--- config.mk ---
export PLATFORM = sky130hd
export DESIGN_NAME = ptx_tx_timestamp_capture
export DESIGN_NICKNAME = d
export VERILOG_FILES = /design/src/core/ptx_pkg.sv /design/src/core/ptx_tx_timestamp_capture.sv
export VERILOG_INCLUDE_DIRS = /design/src /design/src/core
export SDC_FILE = /design/constraint.sdc
export NUM_CORES = 2
export LEC_CHECK = 0
export BUFFER_PORTS_ARGS = -buffer_cell sky130_fd_sc_hd__buf_2
export CAP_MARGIN = 20
export CORE_UTILIZATION = 53
export DETAILED_ROUTE_END_ITERATION = 8
export PLACE_DENSITY = 0.8
export SLEW_MARGIN = 20
export SYNTH_ARGS = -nofsm -noshare
export SYNTH_HDL_FRONTEND = slang
export SYNTH_SLANG_ARGS = --single-unit
--- constraint.sdc ---
create_clock -name clk -period 3.5 [get_ports clk]
set_input_delay 0.525 -clock clk [delete_from_list [all_inputs] [get_ports clk]]
set_output_delay 0.525 -clock clk [all_outputs]
set_load 0.02 [all_outputs]
--- src/core/ptx_cfg.svh ---
// address map, field positions, widths, constants and counts of the tx stamp block
`ifndef PTX_CFG_SVH
`define PTX_CFG_SVH
// ----------------------------------------------------------------
// register offsets (byte addresses)
// ----------------------------------------------------------------
`define PTX_OFS_MOD2     9'h168
`define PTX_OFS_EGR_SEC  9'h16c
`define PTX_OFS_EGR_NS   9'h170
`define PTX_OFS_HEADER   9'h174
`define PTX_OFS_DREQ_SEC 9'h178
`define PTX_OFS_DREQ_NS  9'h17c
`define PTX_OFS_SELECT   9'h1c0
`define PTX_OFS_COUNT    9'h1c4
`define PTX_OFS_INSCTL   9'h1c8
`define PTX_OFS_INT_STS  9'h1cc
`define PTX_OFS_INT_CLR  9'h1d0
`define PTX_OFS_INT_EN   9'h1d4
// ----------------------------------------------------------------
// fields and constants
// ----------------------------------------------------------------
`define PTX_BANK_PORT    3'h2
`define PTX_BANK_W       3
`define PTX_PORT_W       2
`define PTX_PORT_LSB     8
`define PTX_CLR_BIT      0
`define PTX_SYNC_BIT     28
`define PTX_TURN_BIT     29
`define PTX_NS_W         30
`define PTX_DSEC_W       4
`define PTX_CRC_W        12
`define PTX_CRC_POLY     12'h80f
`define PTX_CRC_INIT     12'hfff
`define PTX_MSG_SYNC     4'h0
`define PTX_MSG_DREQ     4'h1
`define PTX_MSG_PDRESP   4'h3
`define PTX_INT_CAPTURE  0
`define PTX_INT_DROP     1
`define PTX_INT_W        2
`define PTX_DEPTH        4
`define PTX_CNT_W        3
`endif

--- src/core/ptx_pkg.sv ---
// types shared by the tx stamp block
package ptx_pkg;
	// one egress capture as reported by a port transmit path
	typedef struct packed
	{
		logic [31:0] sec;
		logic [29:0] ns;
		logic [3:0]  kind;
		logic [15:0] seq;
		logic [79:0] srcIdentity;
	} ptx_capture_t;

	// one buffered entry
	typedef struct packed
	{
		logic [31:0] sec;
		logic [29:0] ns;
		logic [11:0] crc;
		logic [3:0]  kind;
		logic [15:0] seq;
	} ptx_entry_t;

	// per-frame modification request back to the transmit path
	typedef struct packed
	{
		logic syncInsert;
		logic turnInsert;
		logic clearChecksum;
	} ptx_modify_t;

	typedef enum logic [2:0]
	{
		PTX_IDLE = 3'b001,
		PTX_SYNC = 3'b010,
		PTX_TURN = 3'b100
	} ptx_mod_state_t;
endpackage

--- src/core/ptx_tx_timestamp_capture.sv ---
// per-port transmit timestamp capture, delay request store and frame edits
`include "ptx_cfg.svh"

module ptx_tx_timestamp_capture #(
	parameter int NPORT = 3,
	parameter int DEPTH = `PTX_DEPTH
)(
	input  wire logic                                clk,
	input  wire logic                                rst_b,
	input  wire logic [8:0]                          regAddr,
	input  wire logic [31:0]                         regWrData,
	input  wire logic                                regWr,
	input  wire logic                                regRd,
	output logic      [31:0]                         regRdData,
	input  wire logic [NPORT-1:0]                    capValid,
	input  wire ptx_pkg::ptx_capture_t [NPORT-1:0]   capData,
	input  wire logic [NPORT-1:0]                    frameStart,
	input  wire logic [NPORT*4-1:0]                  frameKind,
	output ptx_pkg::ptx_modify_t [NPORT-1:0]         frameModify,
	input  wire logic [NPORT-1:0]                    respReq,
	output logic      [NPORT-1:0]                    respValid,
	output logic      [NPORT*34-1:0]                 respTime,
	input  wire logic                                unitEnable,
	output logic                                     irq
);
	// ----------------------------------------------------------------
	// helpers
	// ----------------------------------------------------------------
	function automatic logic [11:0] crc12(input logic [79:0] d);
		logic [11:0] c;
		c = `PTX_CRC_INIT;
		for (int i = 79; i >= 0; i--)
		begin
			if (c[11] ^ d[i])
				c = {c[10:0], 1'b0} ^ `PTX_CRC_POLY;
			else
				c = {c[10:0], 1'b0};
		end
		return c;
	endfunction

	function automatic logic isReg(input logic [8:0] a, input logic [8:0] o);
		return a == o;
	endfunction

	localparam int PW = $clog2(NPORT > 1 ? NPORT : 2);
	localparam int AW = $clog2(DEPTH);
	// one stored delay request time: seconds beside nanoseconds
	localparam int TW = `PTX_DSEC_W + `PTX_NS_W;

	// ----------------------------------------------------------------
	// control registers
	// ----------------------------------------------------------------
	logic [`PTX_BANK_W-1:0] bankSel_r;
	logic [`PTX_PORT_W-1:0] portSel_r;
	logic [NPORT-1:0]       clrChk_r;
	logic [NPORT-1:0]       syncIns_r;
	logic [NPORT-1:0]       turnIns_r;
	logic [`PTX_INT_W*NPORT-1:0] intSts_r;
	logic [`PTX_INT_W*NPORT-1:0] intEn_r;
	logic                   portBank;
	logic                   portOk;
	logic [PW-1:0]          selPort;

	assign portBank = bankSel_r == `PTX_BANK_PORT;
	assign portOk   = portBank && (32'(portSel_r) < NPORT);
	assign selPort  = PW'(portSel_r);

	always_ff @(posedge clk or negedge rst_b)
	begin
		if (!rst_b)
		begin
			bankSel_r <= '0;
			portSel_r <= '0;
		end
		else if (regWr && isReg(regAddr, `PTX_OFS_SELECT))
		begin
			bankSel_r <= regWrData[`PTX_BANK_W-1:0];
			portSel_r <= regWrData[`PTX_PORT_LSB +: `PTX_PORT_W];
		end
	end

	// the host is trusted not to touch this while the unit runs
	always_ff @(posedge clk or negedge rst_b)
	begin
		if (!rst_b)
			clrChk_r <= '0;
		else if (regWr && portOk && isReg(regAddr, `PTX_OFS_MOD2))
			clrChk_r[selPort] <= regWrData[`PTX_CLR_BIT];
	end

	always_ff @(posedge clk or negedge rst_b)
	begin
		if (!rst_b)
		begin
			syncIns_r <= '0;
			turnIns_r <= '0;
		end
		else if (regWr && portOk && isReg(regAddr, `PTX_OFS_INSCTL))
		begin
			syncIns_r[selPort] <= regWrData[`PTX_SYNC_BIT];
			turnIns_r[selPort] <= regWrData[`PTX_TURN_BIT];
		end
	end

	// ----------------------------------------------------------------
	// capture buffers
	// ----------------------------------------------------------------
	ptx_pkg::ptx_entry_t   buf_r [NPORT][DEPTH];
	logic [AW-1:0]         wrPtr_r [NPORT];
	logic [AW-1:0]         rdPtr_r [NPORT];
	logic [`PTX_CNT_W-1:0] cnt_r [NPORT];
	logic [`PTX_DSEC_W-1:0] dreqSec_r [NPORT];
	logic [`PTX_NS_W-1:0]  dreqNs_r [NPORT];
	logic [NPORT-1:0]      push;
	logic [NPORT-1:0]      drop;
	logic [NPORT-1:0]      pop;
	ptx_pkg::ptx_entry_t   head;

	assign head = buf_r[selPort][rdPtr_r[selPort]];

	for (genvar p = 0; p < NPORT; p++)
	begin : g_port
		// a capture that meets a full buffer is lost even when a read
		// frees an entry in the same cycle; unread entries are never lost
		logic full;
		assign full    = 32'(cnt_r[p]) == DEPTH;
		assign push[p] = capValid[p] && !full;
		assign drop[p] = capValid[p] && full;
		// the header word is the last of an entry, so reading it frees it
		assign pop[p]  = regRd && portOk && selPort == PW'(p)
			&& isReg(regAddr, `PTX_OFS_HEADER) && cnt_r[p] != '0;

		always_ff @(posedge clk)
		begin
			if (push[p])
			begin
				buf_r[p][wrPtr_r[p]].sec  <= capData[p].sec;
				buf_r[p][wrPtr_r[p]].ns   <= capData[p].ns;
				buf_r[p][wrPtr_r[p]].crc  <= crc12(capData[p].srcIdentity);
				buf_r[p][wrPtr_r[p]].kind <= capData[p].kind;
				buf_r[p][wrPtr_r[p]].seq  <= capData[p].seq;
			end
		end

		always_ff @(posedge clk or negedge rst_b)
		begin
			if (!rst_b)
			begin
				wrPtr_r[p] <= '0;
				rdPtr_r[p] <= '0;
				cnt_r[p]   <= '0;
			end
			else
			begin
				if (push[p])
					wrPtr_r[p] <= AW'(32'(wrPtr_r[p]) + 1);
				if (pop[p])
					rdPtr_r[p] <= AW'(32'(rdPtr_r[p]) + 1);
				if (push[p] && !pop[p])
					cnt_r[p] <= cnt_r[p] + 3'h1;
				else if (pop[p] && !push[p])
					cnt_r[p] <= cnt_r[p] - 3'h1;
			end
		end

		always_ff @(posedge clk or negedge rst_b)
		begin
			if (!rst_b)
			begin
				dreqSec_r[p] <= '0;
				dreqNs_r[p]  <= '0;
			end
			else if (capValid[p] && capData[p].kind == `PTX_MSG_DREQ)
			begin
				dreqSec_r[p] <= capData[p].sec[`PTX_DSEC_W-1:0];
				dreqNs_r[p]  <= capData[p].ns;
			end
		end

		// delay response insertion reads the stored time
		// the answer copies the stored time every cycle, so a request in
		// the cycle of a delay request capture still sees the older time
		always_ff @(posedge clk or negedge rst_b)
		begin
			if (!rst_b)
			begin
				respValid[p]           <= 1'b0;
				respTime[p*TW +: TW]   <= '0;
			end
			else
			begin
				respValid[p]           <= respReq[p];
				respTime[p*TW +: TW]   <= {dreqSec_r[p], dreqNs_r[p]};
			end
		end

		// ------------------------------------------------------------
		// in-flight modification decision per frame
		// ------------------------------------------------------------
		ptx_pkg::ptx_mod_state_t st_r;
		logic [3:0] kind;
		assign kind = frameKind[p*4 +: 4];

		always_ff @(posedge clk or negedge rst_b)
		begin
			if (!rst_b)
				st_r <= ptx_pkg::PTX_IDLE;
			else if (frameStart[p] && unitEnable)
			begin
				if (syncIns_r[p] && kind == `PTX_MSG_SYNC)
					st_r <= ptx_pkg::PTX_SYNC;
				else if (turnIns_r[p] && kind == `PTX_MSG_PDRESP)
					st_r <= ptx_pkg::PTX_TURN;
				else
					st_r <= ptx_pkg::PTX_IDLE;
			end
			else if (frameStart[p])
				st_r <= ptx_pkg::PTX_IDLE;
		end

		always_comb
		begin
			frameModify[p] = '0;
			case (st_r)
				ptx_pkg::PTX_SYNC:
				begin
					frameModify[p].syncInsert    = 1'b1;
					frameModify[p].clearChecksum = clrChk_r[p];
				end
				ptx_pkg::PTX_TURN:
				begin
					frameModify[p].turnInsert    = 1'b1;
					frameModify[p].clearChecksum = clrChk_r[p];
				end
				default:
					frameModify[p] = '0;
			endcase
		end
	end

	// ----------------------------------------------------------------
	// interrupts: capture stored, capture dropped
	// ----------------------------------------------------------------
	// status is not banked: one clear write serves every port
	logic [`PTX_INT_W*NPORT-1:0] intSet;
	logic [`PTX_INT_W*NPORT-1:0] intClr;

	always_comb
	begin
		intSet = '0;
		for (int p = 0; p < NPORT; p++)
		begin
			intSet[p*`PTX_INT_W + `PTX_INT_CAPTURE] = push[p];
			intSet[p*`PTX_INT_W + `PTX_INT_DROP]    = drop[p];
		end
	end

	assign intClr = (regWr && isReg(regAddr, `PTX_OFS_INT_CLR))
		? regWrData[`PTX_INT_W*NPORT-1:0] : '0;

	// a set in the same cycle as its clear wins
	always_ff @(posedge clk or negedge rst_b)
	begin
		if (!rst_b)
			intSts_r <= '0;
		else
			intSts_r <= (intSts_r & ~intClr) | intSet;
	end

	always_ff @(posedge clk or negedge rst_b)
	begin
		if (!rst_b)
			intEn_r <= '0;
		else if (regWr && isReg(regAddr, `PTX_OFS_INT_EN))
			intEn_r <= regWrData[`PTX_INT_W*NPORT-1:0];
	end

	assign irq = |(intSts_r & intEn_r);

	// ----------------------------------------------------------------
	// read data, one cycle after the strobe
	// ----------------------------------------------------------------
	logic [31:0] rdMux;

	always_comb
	begin
		rdMux = '0;
		if (portOk)
		begin
			case (regAddr)
				`PTX_OFS_MOD2:     rdMux = {31'h0, clrChk_r[selPort]};
				`PTX_OFS_EGR_SEC:  rdMux = head.sec;
				`PTX_OFS_EGR_NS:   rdMux = {2'h0, head.ns};
				`PTX_OFS_HEADER:   rdMux = {head.crc, head.kind, head.seq};
				`PTX_OFS_DREQ_SEC: rdMux = {28'h0, dreqSec_r[selPort]};
				`PTX_OFS_DREQ_NS:  rdMux = {2'h0, dreqNs_r[selPort]};
				`PTX_OFS_COUNT:    rdMux = {29'h0, cnt_r[selPort]};
				`PTX_OFS_INSCTL:   rdMux = {2'h0, turnIns_r[selPort],
					syncIns_r[selPort], 28'h0};
				default:           rdMux = '0;
			endcase
		end
		case (regAddr)
			`PTX_OFS_SELECT:  rdMux = {22'h0, portSel_r, 5'h0, bankSel_r};
			`PTX_OFS_INT_STS: rdMux = 32'(intSts_r);
			`PTX_OFS_INT_EN:  rdMux = 32'(intEn_r);
			default:          rdMux = rdMux;
		endcase
	end

	// an empty buffer reads as zero so stale words are never shown
	always_ff @(posedge clk or negedge rst_b)
	begin
		if (!rst_b)
			regRdData <= '0;
		else if (regRd)
			regRdData <= (portOk && cnt_r[selPort] == '0
				&& (isReg(regAddr, `PTX_OFS_EGR_SEC)
				|| isReg(regAddr, `PTX_OFS_EGR_NS)
				|| isReg(regAddr, `PTX_OFS_HEADER))) ? '0 : rdMux;
		else
			regRdData <= '0;
	end
endmodule // ptx_tx_timestamp_capture

* After elaboration in Yosys (flattened, before gate mapping) *
Memory sizes are Yosys's and may differ from the RTL's.
Index checks and enable logic that the tools add are counted.
W data, S select, Z words.

word-level totals
  input port bits = 553
  register bits after elaboration = 295
  output and inout bits = 147
  memories kept = 1
  bits in writable memories = 1128

memory list
  memory  words  bits a word  rd ports  clocked after memory_dff  write ports  line                             source
  buf_r   3      376          1         0                         3            ptx_tx_timestamp_capture.sv:109  ptx_pkg::ptx_entry_t buf_r [NPORT][DEPTH];

cells by class
  equal/unequal tests = 30
  multiplexer cells = 5099
  bitwise logic cells = 4995
  $add $sub $neg = 12
  $lt $le $gt $ge = 11
  reduce and logical (&&, ||, !) cells = 76

operators with widths
  kind                   number
  $mux W12               480
  $mux W376              15
  $mux W1                4528
  $or A1 B1 Y1           4512
  $demux W94 S2          15
  $not A5 Y5             237
  $mux W94               5
  $pmux W32 S8           1
  $xor A1 B1 Y1          237
  $mux W32               6
  $bmux W94 S2           1
  $mux W62               3
  $eq A9 B9 Y1 const B   12
  $pmux W32 S3           1
  $bmux W30 S2           1
  $mux W20               3
  $mux W3                20
  $mux W30               2
  $mux W16               3
  $logic_and A1 B1 Y1    47
  $eq A3 B3 Y1 const B   6
  $ge A3 B3 Y1 const B   5
  $not A2 Y3             5
  $add A2 B1 Y2 const B  6
  other kinds (32)       72

* Longest topological paths before layout *
  depth in word-level cells = 244
  depth in mapped cells = 15
  mapped depth without buffers = 12

* Worst setup path before layout *
OpenSTA, ideal clock, no wires.

  kind = input-to-reg
  from = in capValid[0]
  to = mem buf_r[0][0] in the netlist's numbering, enable pin
  data arrival time = 3.174 ns
  library setup time = 0.463 ns
  required time = 3.037 ns
  setup slack = -0.137 ns
  stages on the path = 2
  path buffers = 0
  cells stage by stage = a21boi_1 and2_1

RTL lines
  what             line                             source
  start, declared  ptx_tx_timestamp_capture.sv:15   input wire logic [NPORT-1:0] capValid,
  end, declared    ptx_tx_timestamp_capture.sv:109

* Final worst setup path *
  from = reg portSel_r[0]
  to = reg regRdData[20]

between the ends
  longest elaborated chain between the ends = 13
  elaborated cells between the ends (all ways) = 25

ends and longest elaborated chain
  what                                         line                                                                                               source
  start, declared                              ptx_tx_timestamp_capture.sv:55                                                                     logic [`PTX_PORT_W-1:0] portSel_r;
  start signal, assigned                       ptx_tx_timestamp_capture.sv:79                                                                     portSel_r <= regWrData[`PTX_PORT_LSB +: `PTX_PORT_W];
  $not A2 Y3 (implied by the code)             ptx_tx_timestamp_capture.sv:120, ptx_tx_timestamp_capture.sv:297, ptx_tx_timestamp_capture.sv:318
  $bmux W2 S2                                  ptx_tx_timestamp_capture.sv:120                                                                    assign head = buf_r[selPort][rdPtr_r[selPort]];
  $mux W2 (implied by the code) (2 in a row)   ptx_tx_timestamp_capture.sv:120
  $not A2 Y3 (implied by the code)             ptx_tx_timestamp_capture.sv:120
  $bmux W94 S2                                 ptx_tx_timestamp_capture.sv:120
  $mux W94 (implied by the code) (2 in a row)  ptx_tx_timestamp_capture.sv:120
  $pmux W32 S8                                 ptx_tx_timestamp_capture.sv:291                                                                    case (regAddr)
  $mux W32                                     ptx_tx_timestamp_capture.sv:289                                                                    if (portOk)
  $pmux W32 S3                                 ptx_tx_timestamp_capture.sv:304                                                                    case (regAddr)
  $mux W32 *                                   ptx_tx_timestamp_capture.sv:318                                                                    regRdData <= (portOk && cnt_r[selPort] == '0
  $mux W32 *                                   ptx_tx_timestamp_capture.sv:317                                                                    else if (regRd)
  end signal, assigned                         ptx_tx_timestamp_capture.sv:318
  end, declared                                ptx_tx_timestamp_capture.sv:14                                                                     output logic [31:0] regRdData,

Every way passes the cells marked *; elsewhere a longest branch is shown, timed or not. The select of a mux whose other input is x is not followed.
A chain may end at the register's enable or synchronous reset.

==> impl_metrics.ini <==
[run_status]
outcome = completed

[die]
start_util_pct = 53.4
core_um2 = 116000
fp-row-count = 125
die_h_um = 344
die_w_um = 344
dieArea_um2 = 118000
ioPinCount = 700

[placement]
portBuffers = 677
gp_congestion = 0.914
dpl.cell_count = 6650
placed_area_um2 = 70000
dp_slack_ns = -0.421
dpl.hpwl_um = 122000

[synth]
synth_edf_count = 1128
synthXorXnorAreaFrac_pct = 10.2
synthCells = 4319
synth_seq_cells = 1423
synth_top_area_share_pct = 54.7
syn_area_per_cell_um2 = 14.3
synth_top_family_by_area = XOR/XNOR gates
yosysTopAreaCell = edfxtp_1
synth-warning-count = 0
synthTopCellsByArea = edfxtp_1 55%, dfrtp_1 12%, mux2i_1 6.8%, xnor2_1 4.0%, xnor3_1 3.5%
synth_area_um2 = 62000
synth_compound_area_share_pct = 7.45
synth_cell_types = 52
muxShareOfSynthArea_pct = 9.03
synthSimpleGateAreaFrac_pct = 4.79
synth_fa_ha_area_share_pct = 0.400
seq_area_frac_synth_pct = 66.6
synthesis.nets = 4890
synthFlopType = edfxtp_1
async_flop_share_pct = 20.7

[clock_network]
cts_root_buf = clkbuf_16
clk_pin_slew_ns = 0.07
cts.htree.levels = 4
cts_max_path_buffers = 3
cts_setup_buffers = 0
cts_tree = done
clock_latency_ns = 0.76
numCtsBuffers = 138
cts_sinks = 1423

[job]
max_cap_viol_count = 0

[sta]
maxSlewHeadroom_pct = 31.8
worst_pin_slew_ns = 1.02
fin_ws_ns = 0.217
period_needed_ns = 3.28
finalClockSkew_ns = 0.0341
setup_violations = 0
fin_crit_sh_pct = 93.8
slew_violations = 0
timing.hold.ws_ns = 0.0559
rsz0062_at_grt = false
fmax_mhz = 305
finalHoldViolations = 0

[worst_setup_path]
startpoint_type = flip-flop
crit_path_max_fanout = 27
reg2reg_depth = 11
cp_data_arrival_time_ns = 3.90
required_ns = 4.12
slowest_stage = dfrtp_4
critical_path_class = reg2reg
path_depth = 11
path_delay_family = buffers and inverters
end_kind = flip-flop
critical-path-max-stage-delay_ns = 0.64
path_cells = buf_12 > buf_4 > buf_4 > mux2i_1 > nor2_1 > a21oi_1 > o21ai_0 > o21ai_0 > o22ai_1 > a221oi_1 > nor2_1
crit_buf_inv = 3

[cells_and_area]
drive_gt1_share_pct = 25.5
fin_area_um2 = 76800
final_cells = 7141
fill_cells = 7822
layout_common_cells = 1128 x edfxtp_1, 676 x buf_2, 418 x mux2i_1
utilization_pct = 66.2
area_growth_pct = 23.9
nets = 6054
final_common_cell = edfxtp_1

[detailed_routing]
drtIter0Drc = 4465
routed_wl_um = 184000
firstDrtPassIters = 6
viasPerCell = 5.83
drtAntennaViolNets = 0
vias = 41601
drc = 0
drt-wirelength-per-cell_um = 25.8

[global_route]
grt_pass1_wl_um = 265000
grt_usage_pct = 30.8
gr-total-overflow = 0
grt_max_degree = 215
antenna_found_initial = 37
grt_pass1_vias = 42546

[power_and_ir_drop]
powerDensity_nw_per_um2 = 895
vdd_drop_max_v = 0.00200
leakagePower_uw = 0.0285

[min_path]
hold-path-cell-count = 1
hp-class = in2reg
==> through the flow <==
stage | power (uW) | TNS (ns)
2_1_floorplan | 43300 | 0
6_report | 68700 | 0
3_3_place_gp | 53200 | -6.89
3_5_place_dp | 53700 | -10.56
5_1_grt | 71000 | 0
4_1_cts | 68800 | 0
==> routing by layer <==
metal	vias to the layer above	share of wire, %	global-route usage (%)
met5	-	0.11	0
met1	20269	35	36.4
li1	18231	-	-
met2	2500	50	53.0
met4	30	5.8	16.8
met3	571	9.3	6.33
==> worst paths after layout <==
check	slack [ns]	startpoint	endpoint
max	0.22	portSel_r[0]	regRdData[20]
min	0.06	capData[115]	buf_r[0][329]
max reg2reg	0.22	portSel_r[0]	regRdData[20]
min reg2reg	0.39	dreqNs_r[64]	respTime[4]
max in group asynchronous	2.21	rst_b	respTime[27]
min in group asynchronous	0.35	rst_b	dreqNs_r[14]
==> registers in the layout (all words and copies together) (netlist names), 9 cells and up <==
| signal | flops |
|---|---|
| regRdData | 32 |
| buf_r | 1128 |
| respTime | 102 |
| dreqSec_r | 12 |
| g_port.st_r | 9 |
| cnt_r | 9 |
| dreqNs_r | 90 |
==> cells by family (layout without fill, tap and decap cells) <==
group                      count (synthesis)  count (layout)
xor gates and xnor gates                 517             517
and+or+nand+nor                          750             750
adders and majority gates                 18              18
other                                      0              24
buffers and inverters                    247            1521
AOI/OAI and AO/OA                        821             821
muxes                                    543             543
DFF                                     1423            1423
==> cell usage after synthesis, drive strengths merged (3+ instances only) <==
cell type and instances:
o21a 3, xor3 21, xor2 103, a22oi 8, clkbuf 189, mux2 125, o311a 3, a32o 3
inv 20, a211oi 36, dfstp 3, nand2b 5, xnor2 292, and2 13, buf 38, nor3b 3
nor3 14, or3 3, a221oi 27, mux2i 418, nand3 8, a21o 3, nand2 382, o22ai 35
dfrtp 292, o21ai 360, ha 15, nor2 306, a21boi 3, edfxtp 1128, nor4b 4, xnor3 101
a21oi 263, fa 3, o211ai 71
==> layout make-up <==
class,instances,area [um2],area share (%)
tap,1524,1910,2.48
sequential,1423,41300,53.7
timing repair buffer,1251,8950,11.7
antenna,24,60.1,0.0782
clock inverter,67,744,0.970
clock buffer,183,3840,5.00
inverter,20,75.1,0.0978
multi-input combinational,2649,19900,26.0
==> where the power goes <==
part	switching, uW	total (uW)	leakage (uW)	internal, uW
logic	14000	26600	0.0123	12500
registers	1230	27100	0.0140	25800
clock network	6460	15100	0.00223	8600
==> what timing repair did <==
| item | 4_1_cts | 5_1_grt |
|---|---|---|
| hold buffers | 217 | 0 |
| endpoints found under the hold margin | 878 | 0 |
| resized for setup | 0 | 0 |
Power figures use the tool's default switching activity.
